--- src/tyg_pkg.sv ---
// Constants, types and register map for the yellow alarm one-second generator
package tyg_pkg;
    localparam logic [11:0] TYG_AGC_ADDR = 12'h108;
    localparam logic [11:0] TYG_STAT_ADDR = 12'h10C;
    localparam logic [11:0] TYG_MODE_ADDR = 12'h110;
    localparam int TYG_ENF_BIT = 7;
    localparam int TYG_CTL_BIT = 6;
    localparam int TYG_SEL_LSB = 4;
    localparam logic [7:0] TYG_AGC_RESET = 8'h00;
    localparam logic [1:0] TYG_MODE_RESET = 2'h0;
    localparam logic [7:0] TYG_PATTERNS = 8'hFF;
    localparam logic [3:0] TYG_PAT_LAST = 4'hF;
    localparam logic [3:0] TYG_PAT_HALF = 4'h8;
    localparam int TYG_CLK_MHZ = 200;
    localparam int TYG_GAP_TIME_MS = 1000;
    localparam int TYG_GAP_CYCLES = TYG_GAP_TIME_MS * 1000 * TYG_CLK_MHZ;
    localparam int TYG_GAP_W = 28;

    typedef enum logic [1:0] {
        TYG_MODE_SF = 2'h0,
        TYG_MODE_N = 2'h1,
        TYG_MODE_T1DM = 2'h2,
        TYG_MODE_ESF = 2'h3
    } tyg_mode_t;

    typedef enum logic [1:0] {
        TYG_SEL_OFF = 2'h0,
        TYG_SEL_STD = 2'h1,
        TYG_SEL_J1 = 2'h2,
        TYG_SEL_J1ESF = 2'h3
    } tyg_sel_t;

    typedef enum logic [2:0] {
        TYG_IDLE = 3'h1,
        TYG_SEND = 3'h2,
        TYG_GAP = 3'h4
    } tyg_fsm_t;

    typedef struct packed {
        logic psel;
        logic penable;
        logic pwrite;
        logic [11:0] paddr;
        logic [31:0] pwdata;
    } tyg_apb_req_t;

    typedef struct packed {
        logic [31:0] prdata;
        logic pready;
        logic pslverr;
    } tyg_apb_rsp_t;

    typedef struct packed {
        logic ds0_force;
        logic ybit_clear;
        logic fs12_one;
        logic dl_valid;
        logic dl_bit;
        logic active;
    } tyg_alarm_t;

    typedef struct packed {
        logic [7:0] agc;
        logic [1:0] mode;
        tyg_fsm_t fsm;
        logic pend;
        logic [7:0] count;
        logic [3:0] idx;
        logic [TYG_GAP_W-1:0] gap_cnt;
        tyg_apb_rsp_t rsp;
        tyg_alarm_t alarm;
    } tyg_state_t;
endpackage : tyg_pkg

--- src/tyg_yellow_gen.sv ---
// Transmit yellow alarm generator with one-second rule and APB registers
`timescale 1ns/10ps
// Notes on behaviour
// - One-second behaviour acts only while enforce bit 7 is one.
// - Writing duration bit one starts alarm, zero stops it, per format.
// - Select 00 sends no yellow alarm in any framing mode.
// - Select 01 in SF or N forces DS0 bit 2 to zero.
// - Select 01 in T1DM clears the Y-bit of the SYNC byte.
// - Select 01 in ESF sends eight ones then eight zeros on data link.
// - Short duration pulse in ESF with select 01 or 11 gives exactly 255 patterns.
// - Duration bit held past 255 patterns keeps alarm until it drops.
// - A new pulse during alarm restarts the pattern counter.
// - At least one second between alarm end and next start; requests wait.
// - J1 selection in SF sends a one in Fs bit of frame 12.
// - J1 selection in ESF follows the duration bit, stopping at the next pattern boundary.
// - Select 11 in SF, N or T1DM uses the select 01 format.
// - Select 11 in ESF uses 01 duration with sixteen-ones patterns.
module tyg_yellow_gen
    import tyg_pkg::*;
#(
    parameter int unsigned GAP_CYCLES = TYG_GAP_CYCLES
) (
    input wire logic clk_sys_in,
    input wire logic rstn_in,
    input wire tyg_apb_req_t apb_in,
    output tyg_apb_rsp_t apb_out,
    input wire logic dl_bit_req_in,
    output tyg_alarm_t alarm_out
);
    localparam logic [TYG_GAP_W-1:0] GAP_LAST = TYG_GAP_W'(GAP_CYCLES - 1);

    tyg_state_t r;
    tyg_state_t n;
    logic access;
    logic wr;
    logic ctl_rise;
    logic pat_done;
    logic enable;
    logic esf;
    logic burst;
    logic stop;
    logic [1:0] sel;

    always_comb begin
        n = r;
        access = apb_in.psel & apb_in.penable;
        wr = access & apb_in.pwrite & r.rsp.pready;
        ctl_rise = 1'b0;
        stop = 1'b0;

        // One wait state keeps read data and pready straight from flops
        n.rsp.pready = access & ~r.rsp.pready;
        n.rsp.prdata = 32'h0000_0000;
        n.rsp.pslverr = 1'b0;
        if (access && !r.rsp.pready) begin
            case (apb_in.paddr)
                TYG_AGC_ADDR: n.rsp.prdata = {24'h00_0000, r.agc};
                TYG_STAT_ADDR: n.rsp.prdata = {16'h0000, r.count, 4'h0, r.pend, r.fsm};
                TYG_MODE_ADDR: n.rsp.prdata = {30'h0000_0000, r.mode};
                default: n.rsp.pslverr = 1'b1;
            endcase
        end

        if (wr && apb_in.paddr == TYG_AGC_ADDR) begin
            n.agc = apb_in.pwdata[7:0];
            ctl_rise = apb_in.pwdata[TYG_CTL_BIT] & ~r.agc[TYG_CTL_BIT];
        end
        if (wr && apb_in.paddr == TYG_MODE_ADDR) begin
            n.mode = apb_in.pwdata[1:0];
        end

        sel = n.agc[TYG_SEL_LSB+1:TYG_SEL_LSB];
        enable = n.agc[TYG_ENF_BIT] && sel != TYG_SEL_OFF;
        esf = n.mode == TYG_MODE_ESF;
        burst = esf && sel != TYG_SEL_J1;
        pat_done = dl_bit_req_in && r.idx == TYG_PAT_LAST;

        // Pending request survives the gap so a write there is not lost
        if (ctl_rise) begin
            n.pend = 1'b1;
        end

        case (r.fsm)
            TYG_IDLE: begin
                if (!enable) begin
                    n.pend = 1'b0;
                end else if (n.pend && (burst || n.agc[TYG_CTL_BIT])) begin
                    n.fsm = TYG_SEND;
                    n.pend = 1'b0;
                    n.count = 8'h00;
                    n.idx = 4'h0;
                end
            end
            TYG_SEND: begin
                if (!enable) begin
                    stop = 1'b1;
                end else if (esf) begin
                    if (dl_bit_req_in) begin
                        n.idx = r.idx + 4'h1;
                    end
                    if (pat_done && r.count != TYG_PATTERNS) begin
                        n.count = r.count + 8'h01;
                    end
                    // ESF stops only on a pattern boundary
                    if (pat_done && !n.agc[TYG_CTL_BIT]) begin
                        if (!burst) begin
                            stop = 1'b1;
                        end else if (n.count == TYG_PATTERNS) begin
                            stop = 1'b1;
                        end
                    end
                    if (ctl_rise) begin
                        n.count = 8'h00;
                        n.pend = 1'b0;
                    end
                end else begin
                    stop = !n.agc[TYG_CTL_BIT];
                    n.pend = 1'b0;
                end
                if (stop) begin
                    n.fsm = TYG_GAP;
                    n.gap_cnt = '0;
                end
            end
            TYG_GAP: begin
                n.gap_cnt = r.gap_cnt + 1'b1;
                if (r.gap_cnt >= GAP_LAST) begin
                    n.fsm = TYG_IDLE;
                end
            end
            default: begin
                n.fsm = TYG_IDLE;
            end
        endcase

        n.alarm.active = n.fsm == TYG_SEND;
        n.alarm.ds0_force = n.alarm.active && (sel == TYG_SEL_STD || sel == TYG_SEL_J1ESF)
            && (n.mode == TYG_MODE_SF || n.mode == TYG_MODE_N);
        n.alarm.ybit_clear = n.alarm.active && sel != TYG_SEL_OFF
            && n.mode == TYG_MODE_T1DM;
        n.alarm.fs12_one = n.alarm.active && sel == TYG_SEL_J1
            && n.mode == TYG_MODE_SF;
        n.alarm.dl_valid = n.alarm.active && esf;
        // Sixteen ones for the J1 ESF format, else ones then zeros
        n.alarm.dl_bit = n.alarm.dl_valid
            && (sel == TYG_SEL_J1ESF || n.idx < TYG_PAT_HALF);
    end

    always_ff @(posedge clk_sys_in or negedge rstn_in) begin
        if (!rstn_in) begin
            r <= '{
                agc: TYG_AGC_RESET,
                mode: TYG_MODE_RESET,
                fsm: TYG_IDLE,
                pend: 1'b0,
                count: 8'h00,
                idx: 4'h0,
                gap_cnt: '0,
                rsp: '0,
                alarm: '0
            };
        end else begin
            r <= n;
        end
    end

    assign apb_out = r.rsp;
    assign alarm_out = r.alarm;

    // Checks

    logic [1:0] r_sel;
    logic r_enf;
    logic r_ctl;
    assign r_sel = r.agc[TYG_SEL_LSB+1:TYG_SEL_LSB];
    assign r_enf = r.agc[TYG_ENF_BIT];
    assign r_ctl = r.agc[TYG_CTL_BIT];
endmodule : tyg_yellow_gen

--- config.mk ---
export PLATFORM = sky130hd
export DESIGN_NAME = tyg_yellow_gen
export DESIGN_NICKNAME = d
export VERILOG_FILES = /design/src/tyg_pkg.sv /design/src/tyg_yellow_gen.sv
export SDC_FILE = /design/constraint.sdc
export NUM_CORES = 1
export LEC_CHECK = 0
export BUFFER_PORTS_ARGS = -buffer_cell sky130_fd_sc_hd__buf_4
export CORE_ASPECT_RATIO = 1.4
export CORE_MARGIN = 1
export CORE_UTILIZATION = 52
export DETAILED_ROUTE_END_ITERATION = 8
export PLACE_DENSITY = 0.79
export SLEW_MARGIN = 20
export SYNTH_ARGS = -nofsm -noshare
export SYNTH_HDL_FRONTEND = slang
export SYNTH_SLANG_ARGS = --single-unit
--- constraint.sdc ---
create_clock -name clk_sys_in -period 3.25 [get_ports clk_sys_in]
set_clock_uncertainty 0.1 [all_clocks]
set_input_delay 0.4875 -clock clk_sys_in [delete_from_list [all_inputs] [get_ports clk_sys_in]]
set_output_delay 0.4875 -clock clk_sys_in [all_outputs]
set_load 0.02 [all_outputs]
=== Word level (Yosys, flattened, before mapping) ===
Index checks and enable logic that the tools add are counted.
W data, S select, Z words.

* Register bits after elaboration: 94
* Logic and storage cells: 114
* Input bits: 50

* Multiplexer cells: 33
* Add/sub/neg operators: 3
* Equal/unequal tests: 22
* Magnitude comparators: 2
* Reduce and logical (&&, ||, !) cells: 30
* Bitwise logic cells: 7

{| class="wikitable"
|+ Operators with widths
! operator !! count
|-
| $pmux W28 S2 || 1
|-
| $pmux W16 S3 || 1
|-
| $mux W8 || 5
|-
| $eq A12 B9 Y1 const B || 3
|-
| $mux W16 || 2
|-
| $add A28 B1 Y28 const B || 1
|-
| $ge A28 B28 Y1 const B || 1
|-
| $mux W28 || 1
|-
| $pmux W13 S2 || 1
|-
| $mux W12 || 2
|-
| $logic_and A1 B1 Y1 || 17
|-
| $mux W13 || 1
|-
| $mux W1 || 12
|-
| $ne A2 B2 Y1 const B || 5
|-
| $mux W3 || 3
|-
| $mux W9 || 1
|-
| $pmux W3 S3 || 1
|-
| $add A8 B1 Y8 const B || 1
|-
| $eq A2 B2 Y1 const B || 4
|-
| $eq A8 B8 Y1 const B || 1
|-
| $ne A8 B8 Y1 const B || 1
|-
| $eq A3 B2 Y1 const B || 2
|-
| $reduce_bool A2 Y1 || 3
|-
| $and A1 B1 Y1 || 5
|-
| other kinds (16) || 22
|}

=== Longest topological paths before layout ===
Gate-level depths: netlist of the first run.

* Depth in word-level cells: 21
* Mapped depth: 11
* Mapped depth without buffers: 9

=== Worst setup path before layout of the first run ===
OpenSTA, ideal clock, no wires.

* Kind: input -> register
* Start: input port apb_in[33] in the netlist's numbering
* End: register r (netlist bit alarm_out[1])
* Data required time: 3.008 ns
* Buffers on the path: 0
* Arrival time: 2.463 ns
* Stages: 8
* Setup slack: 0.545 ns
* Cell sequence: nor4b_1 nand4b_1 nor2_1 mux2_2 or4_1 a21oi_1 a211o_1 a211oi_2

{| class="wikitable"
|+ RTL lines
! element !! RTL line !! text
|-
| from (decl) || tyg_yellow_gen.sv:25 || <nowiki>input wire tyg_apb_req_t apb_in,</nowiki>
|-
| to (signal assigned) || tyg_yellow_gen.sv:151 || <nowiki>r <= '{</nowiki>
|-
| to (signal assigned) || tyg_yellow_gen.sv:163 || <nowiki>r <= n;</nowiki>
|-
| to (decl) || tyg_yellow_gen.sv:32 || <nowiki>tyg_state_t r;</nowiki>
|}

=== Final worst setup path of the first run ===
* Start: register r[75] in the netlist's numbering
* End: register r[57] in the netlist's numbering

* Word-level cells in the longest chain between the ends: 15
* Elaborated cells between the ends (all ways): 16
* Classes of those cells: 1 x add/sub; 3 x eq/ne; 10 x mux; 2 x reduce/logical

{| class="wikitable"
|+ Ends and longest elaborated chain
! element !! RTL line !! text
|-
| branches (longest 2 deep; another with $add A8 B1 Y8) || -- ||
|-
| $mux W8 * || tyg_yellow_gen.sv:101 || <nowiki>if (pat_done && r.count != TYG_PATTERNS) begin</nowiki>
|-
| $mux W8 * || tyg_yellow_gen.sv:97 || <nowiki>end else if (esf) begin</nowiki>
|-
| $mux W8 * || tyg_yellow_gen.sv:95 || <nowiki>if (!enable) begin</nowiki>
|-
| $mux W8 * || tyg_yellow_gen.sv:83 || <nowiki>case (r.fsm)</nowiki>
|-
| $eq A8 B8 Y1 * || tyg_yellow_gen.sv:108 || <nowiki>end else if (n.count == TYG_PATTERNS) begin</nowiki>
|-
| $mux W1 * || tyg_yellow_gen.sv:108 ||
|-
| $mux W1 * || tyg_yellow_gen.sv:106 || <nowiki>if (!burst) begin</nowiki>
|-
| $mux W1 * || tyg_yellow_gen.sv:105 || <nowiki>if (pat_done && !n.agc[TYG_CTL_BIT]) begin</nowiki>
|-
| $mux W1 * || tyg_yellow_gen.sv:97 ||
|-
| $mux W1 * || tyg_yellow_gen.sv:95 ||
|-
| $mux W1 * || tyg_yellow_gen.sv:83 ||
|-
| $ne A2 B1 Y1 (no line) * || -- ||
|-
| $reduce_and A2 Y1 (no line) * || -- ||
|}

Mark *: on every way between the ends. The select of a mux whose other input is x is not followed.
A chain may end at the register's enable or synchronous reset.

==> impl_metrics.toml, run 1 <==
[routing]
wl_met1_um = 3460
num_vias = 3472
routed_via_density = 5.67
firstDrtPassIters = 5
drc = 0
drt-initial-drc-count = 264
met2WireLength_um = 4910
drt.antenna.violating_nets = 0
met3_length_um = 470
routed_wl_um = 9090
wl_per_cell_um = 14.8
highest_layer = "met4"

[timing]
period_needed_ns = 2.94
finalHoldViolCount = 0
relSlewSlack = 0.363
setup-violations-final = 0
finalSetupTns_ns = 0
rsz0062_at_grt = "false"
timing.fmax_ghz = 0.340
period_share = 0.906
finalMaxSlewViolations = 0
worst-slew-pin-transition_ns = 0.955

[die]
rows = 38
die_w_um = 79.0
die_h_um = 110
num_io_pins = 90
coreArea_mm2 = 0.00789
die-area_mm2 = 0.00867
start_util = 0.547

[critical_path]
critical_path.max_fanout = 12
rr_endpoint = "r[57]"
timing.rr.start = "r[75]"
cp_slowest_cell = "dfrtp_1"
crit_path_end = "r[57]"
arrival_ns = 3.06
reg2reg_depth = 8
path_cells = "nand4_1 -> o2111ai_1 -> xnor2_1 -> o311ai_0 -> o211ai_1 -> a31o_2 -> nand2b_1 -> a31oi_1"
reg2reg_slack_ns = 0.31
worstSetupPathType = "register to register"
cp.required_ns = 3.36
cp_slowest_stage_delay_ns = 0.50
cp-startpoint = "r[75]"
end_kind = "register"
startpoint_type = "register"

[clock_tree]
h-tree-depth = 3
cts_buffer_depth = 2
cts_tree = "built"
cts_buffers = 9
clock_latency_ns = 0.36
root_buffer = "clkbuf_8"
cts_setup_buffers = 0
ctsHoldBuffers = 0
path_clk_slew_ns = 0.08
cts_resized = 0
clkSinkCount = 78

[final_layout]
regArea_mm2 = 0.00195
layout-drive-gt1-share = 0.188
area_delta_synth_final_pct = 12.3
fin_cells = 612
finalNetCount = 560
fill_cells = 687
final_common_cell = "dfrtp_1"
layout_common_cells = "77 x dfrtp_1, 61 x buf_4, 53 x nand2_1, 51 x nor2_1, 24 x a21oi_1"
multi_input_area_mm2 = 0.00200
final_cell_area_mm2 = 0.00485
n_antenna_cell = 0

[placement]
place_congestion = 0.871
place_area_mm2 = 0.00460
placement.io_buffers = 49
hpwl_um = 6370
post-place-cells = 596

[synthesis]
syn_area_per_cell_um2 = 9.12
synthFlopType = "dfrtp_1"
yosysWarningCount = 0
synthTopCellsByArea = "dfrtp_1 45%, buf_4 7.1%, nand2_1 4.6%"
synth_edf_count = 0
ys_seq_elements = 78
yosysSeqAreaShare = 0.453
async_reset_ff_frac = 1.00
synth_top_area_frac = 0.447
synth_cell_type_count = 63
synthesis.area_mm2 = 0.00431
yosys.area.top_type = "dfrtp_1"
synthCells = 473

[pwr]
peakVddDrop_v = 0.000218
p_leak_nw = 2.27
p_total_mw = 1.95
p_per_area_mw_per_mm2 = 403

[flow_run]
drv_cap = 0

[global_routing]
antenna_found_initial = 0
grt_pass1_wl_um = 15000
grt_use_total = 0.228
grt_max_degree = 79
grt-ovfl-total = 0
grt_pass1_vias = 3406

[run_status]
status = "completed"

[min_path]
worstHoldPathType = "primary input to asynchronous set/reset pin"
==> state kept, by name, summed over array words and instances, names as in the netlist <==
register / cells
r: 54
alarm_out: 6
apb_out: 18
==> metal layers <==
layer / global-route usage / vias to the layer above
met2: 0.416 / 102
met5: 0 / -
met3: 0.0573 / 23
met4: 0.130 / 0
met1: 0.235 / 1663
li1: - / 1684
==> synth_stat cells (3+ instances only) <==
library cell,count
buf_4,41
mux2_2,5
nand4_1,11
a21oi_1,24
nor2_1,51
dfrtp_1,77
and3_1,6
nand3_1,20
a31oi_1,14
a211oi_1,6
xor2_1,6
nor2b_1,3
o21a_1,3
nor3_1,11
buf_2,3
o211ai_1,4
or2_2,3
xnor2_1,6
nand2_1,53
ha_1,3
inv_1,15
o21ai_0,19
nor3b_1,3
nand2b_1,4
nand3b_1,7
clkbuf_1,9
mux2i_1,8
and2_1,14
==> worst max-delay path: cells and delay by family (launching register included) <==
| kind | cells | cell delay [ns] |
|---|---|---|
| AO/OA/AOI/OAI | 5 | 1.24 |
| AND/OR/NAND/NOR | 2 | 0.79 |
| flip-flops | 1 | 0.50 |
| XOR/XNOR | 1 | 0.15 |
==> power breakdown <==
part	internal, mW	switching (mW)	total (mW)
Clock	0.553	0.342	0.896
Combinational	0.0274	0.0561	0.0835
Sequential	0.971	0.000628	0.972
==> final cells by class <==
type                       instances  share of cell area
tap                              100              0.0258
clock buffer                      13              0.0328
sequential                        78               0.403
inverter                          15              0.0116
timing repair buffer              61              0.0945
clock inverter                     3              0.0186
multi-input combinational        342               0.414
==> worst min-delay path by stage <==
| stage | startpoint | to | slack (ns) | depth (start not counted) |
|---|---|---|---|---|
| 6_report | rstn_in | alarm_out[5] | 0.18 | 1 |
| 2_1_floorplan | rstn_in | alarm_out[0] | 0.09 | 0 |
| 3_3_place_gp | r[57] | r[57] | 0.34 | 1 |
| 5_1_grt | apb_in[3] | r[89] | 0.22 | 3 |
| 3_5_place_dp | r[57] | r[57] | 0.36 | 1 |
| 4_1_cts | rstn_in | apb_out[6] | 0.20 | 1 |
==> through the flow <==
step / worst slack (ns) / hold WS (ns) / util
2_1_floorplan: 0.545 / 0.0919 / -
4_1_cts: 0.339 / 0.205 / 0.614
3_3_place_gp: 0.202 / 0.340 / 0.582
3_5_place_dp: 0.101 / 0.360 / 0.582
6_report: 0.307 / 0.179 / 0.614
5_1_grt: 0.127 / 0.216 / 0.614
==> cells by family after synthesis <==
| kind of cell | Yosys count | synth area share |
|---|---|---|
| compound gates | 93 | 0.140 |
| xor+xnor | 12 | 0.0244 |
| fa+ha+maj | 3 | 0.00870 |
| buf+inv | 68 | 0.0957 |
| flops | 78 | 0.453 |
| mux | 13 | 0.0316 |
| other cells | 1 | 0.000869 |
| simple gates | 205 | 0.246 |
No activity file was read; power rests on OpenSTA's default activity.
==> inputs of run 2 (changes only) <==
Settings changed: PLACE_DENSITY 0.79 to unset, PLACE_DENSITY_LB_ADDON set to 0.08.
Clock period 3.25 ns to 3.45 ns, I/O delays scaled along.
==> impl_metrics.toml, run 2 (synthesized netlist as in run 1, its figures left out) <==
[clock_tree]
h-tree-depth = 3
clkSinkCount = 78
path_clk_slew_ns = 0.08
cts_buffer_depth = 2
root_buffer = "clkbuf_8"
cts_buffers = 9
cts_tree = "built"
cts_resized = 0
clock_latency_ns = 0.35
ctsHoldBuffers = 0
cts_setup_buffers = 0

[timing]
setup_ws_ns = 0.627
rsz0062_at_grt = "false"
finalHoldViolCount = 0
finalMaxSlewViolations = 0
finalSetupTns_ns = 0
relSlewSlack = 0.365
period_share = 0.818
period_needed_ns = 2.82
worst-slew-pin-transition_ns = 0.953
setup-violations-final = 0
timing.fmax_ghz = 0.354

[placement]
place_congestion = 0.847
hpwl_um = 6380
post-place-cells = 592
post-place-ws_ns = 0.285
placement.io_buffers = 49

[pwr]
power.internal_mw = 1.20
p_seq_frac = 0.583
p_sw_uw = 367
peakVddDrop_v = 0.000216
pwr-share-comb = 0.050
p_clk_frac = 0.367
p_leak_nw = 2.20
p_per_area_mw_per_mm2 = 333
p_total_mw = 1.57
switching_share = 0.233

[final_layout]
n_antenna_cell = 0
regArea_mm2 = 0.00195
fin_cells = 604
layout_common_cells = "77 x dfrtp_1, 57 x buf_4, 53 x nand2_1, 51 x nor2_1, 24 x a21oi_1"
final_common_cell = "dfrtp_1"
area_delta_synth_final_pct = 9.34
fill_cells = 716
top_register = "r"
multi_input_area_mm2 = 0.00200
layout-drive-gt1-share = 0.179
finalNetCount = 556
largest_reg_flops = 54

[flow_run]
drv_cap = 0

[critical_path]
worstSetupPathType = "primary input to register"
critical_path.max_fanout = 12
startpoint_type = "primary input"
cp.required_ns = 3.60
end_kind = "register"
arrival_ns = 2.97

[routing]
wl_per_cell_um = 14.8
firstDrtPassIters = 5
drt-initial-drc-count = 248
num_vias = 3427
routed_via_density = 5.67
routed_wl_um = 8950
drc = 0
drt.antenna.violating_nets = 0

[die]
coreArea_mm2 = 0.00789
num_io_pins = 90
start_util = 0.547
die_w_um = 79.0
die_h_um = 110
die-area_mm2 = 0.00867
rows = 38

[min_path]
worstHoldPathType = "primary input to asynchronous set/reset pin"

[global_routing]
grt_use_total = 0.227
antenna_found_initial = 0
grt_pass1_wl_um = 15200
grt-ovfl-total = 0
grt_max_degree = 79
grt_pass1_vias = 3380

[run_status]
status = "completed"
[run 2: cell count changes in the layout (fill, tap and decap cells not counted), sizes merged]
cell | previous run | this run
bufinv | 3 | 0
buf | 61 | 57
clkinv | 0 | 1
clkbuf | 13 | 10
clkinvlp | 0 | 1
[run 2: power groups by stage]
stage / Combinational [mW] / Clock [mW] / Sequential, mW
2_1_floorplan: 0.0458 / 0 / 0.934
3_3_place_gp: 0.0786 / 0 / 0.933
3_5_place_dp: 0.0799 / 0 / 0.934
4_1_cts: 0.0799 / 0.588 / 0.916
5_1_grt: 0.0880 / 0.629 / 0.915
6_report: 0.0784 / 0.577 / 0.916
[run 2: path summary, 6_finish.rpt]
check | slack (ns) | startpoint | depth (start not counted) | end
min in group clk_sys_in | 0.27 | apb_in[3] | 3 | r[89]
min reg2reg | 0.36 | r[57] | 1 | r[57]
max in group asynchronous | 2.42 | rstn_in | 1 | apb_out[8]
max reg2reg | 0.65 | apb_out[1] | 8 | alarm_out[1]
max | 0.63 | apb_in[39] | 9 | r[55]
min | 0.20 | rstn_in | 1 | apb_out[3]
[run 2: final cells by class]
cell class / instances / area share
multi-input combinational: 342 / 0.425
sequential: 78 / 0.414
timing repair buffer: 57 / 0.0907
clock buffer: 10 / 0.0292
tap: 100 / 0.0265
inverter: 15 / 0.0119
clock inverter: 2 / 0.00265
[run 2: metrics by stage]
| step | hold WS [ns] | utilization | cell area [µm²] |
|---|---|---|---|
| 2_1_floorplan | 0.122 | - | 4370 |
| 3_3_place_gp | 0.337 | 0.579 | 4570 |
| 3_5_place_dp | 0.353 | 0.579 | 4570 |
| 4_1_cts | 0.256 | 0.598 | 4720 |
| 5_1_grt | 0.256 | 0.598 | 4720 |
| 6_report | 0.200 | 0.598 | 4720 |
[run 2: layer usage]
metal / vias to the layer above / wire length [µm] / track usage
met3: 11 / 425 / 0.0423
met1: 1655 / 3690 / 0.255
met2: 101 / 4690 / 0.413
met5: - / 0 / 0
li1: 1660 / - / -
met4: 0 / 144 / 0.106
[run 2: critical path, cell delays in order]
cell and delay, ns:
buf_4 0.12, nor4b_4 0.35, nand4_2 0.18, nor2_1 0.30, mux2i_1 0.36, o211ai_1 0.18, a31o_2 0.29, nand2b_1 0.37
o21ai_0 0.30
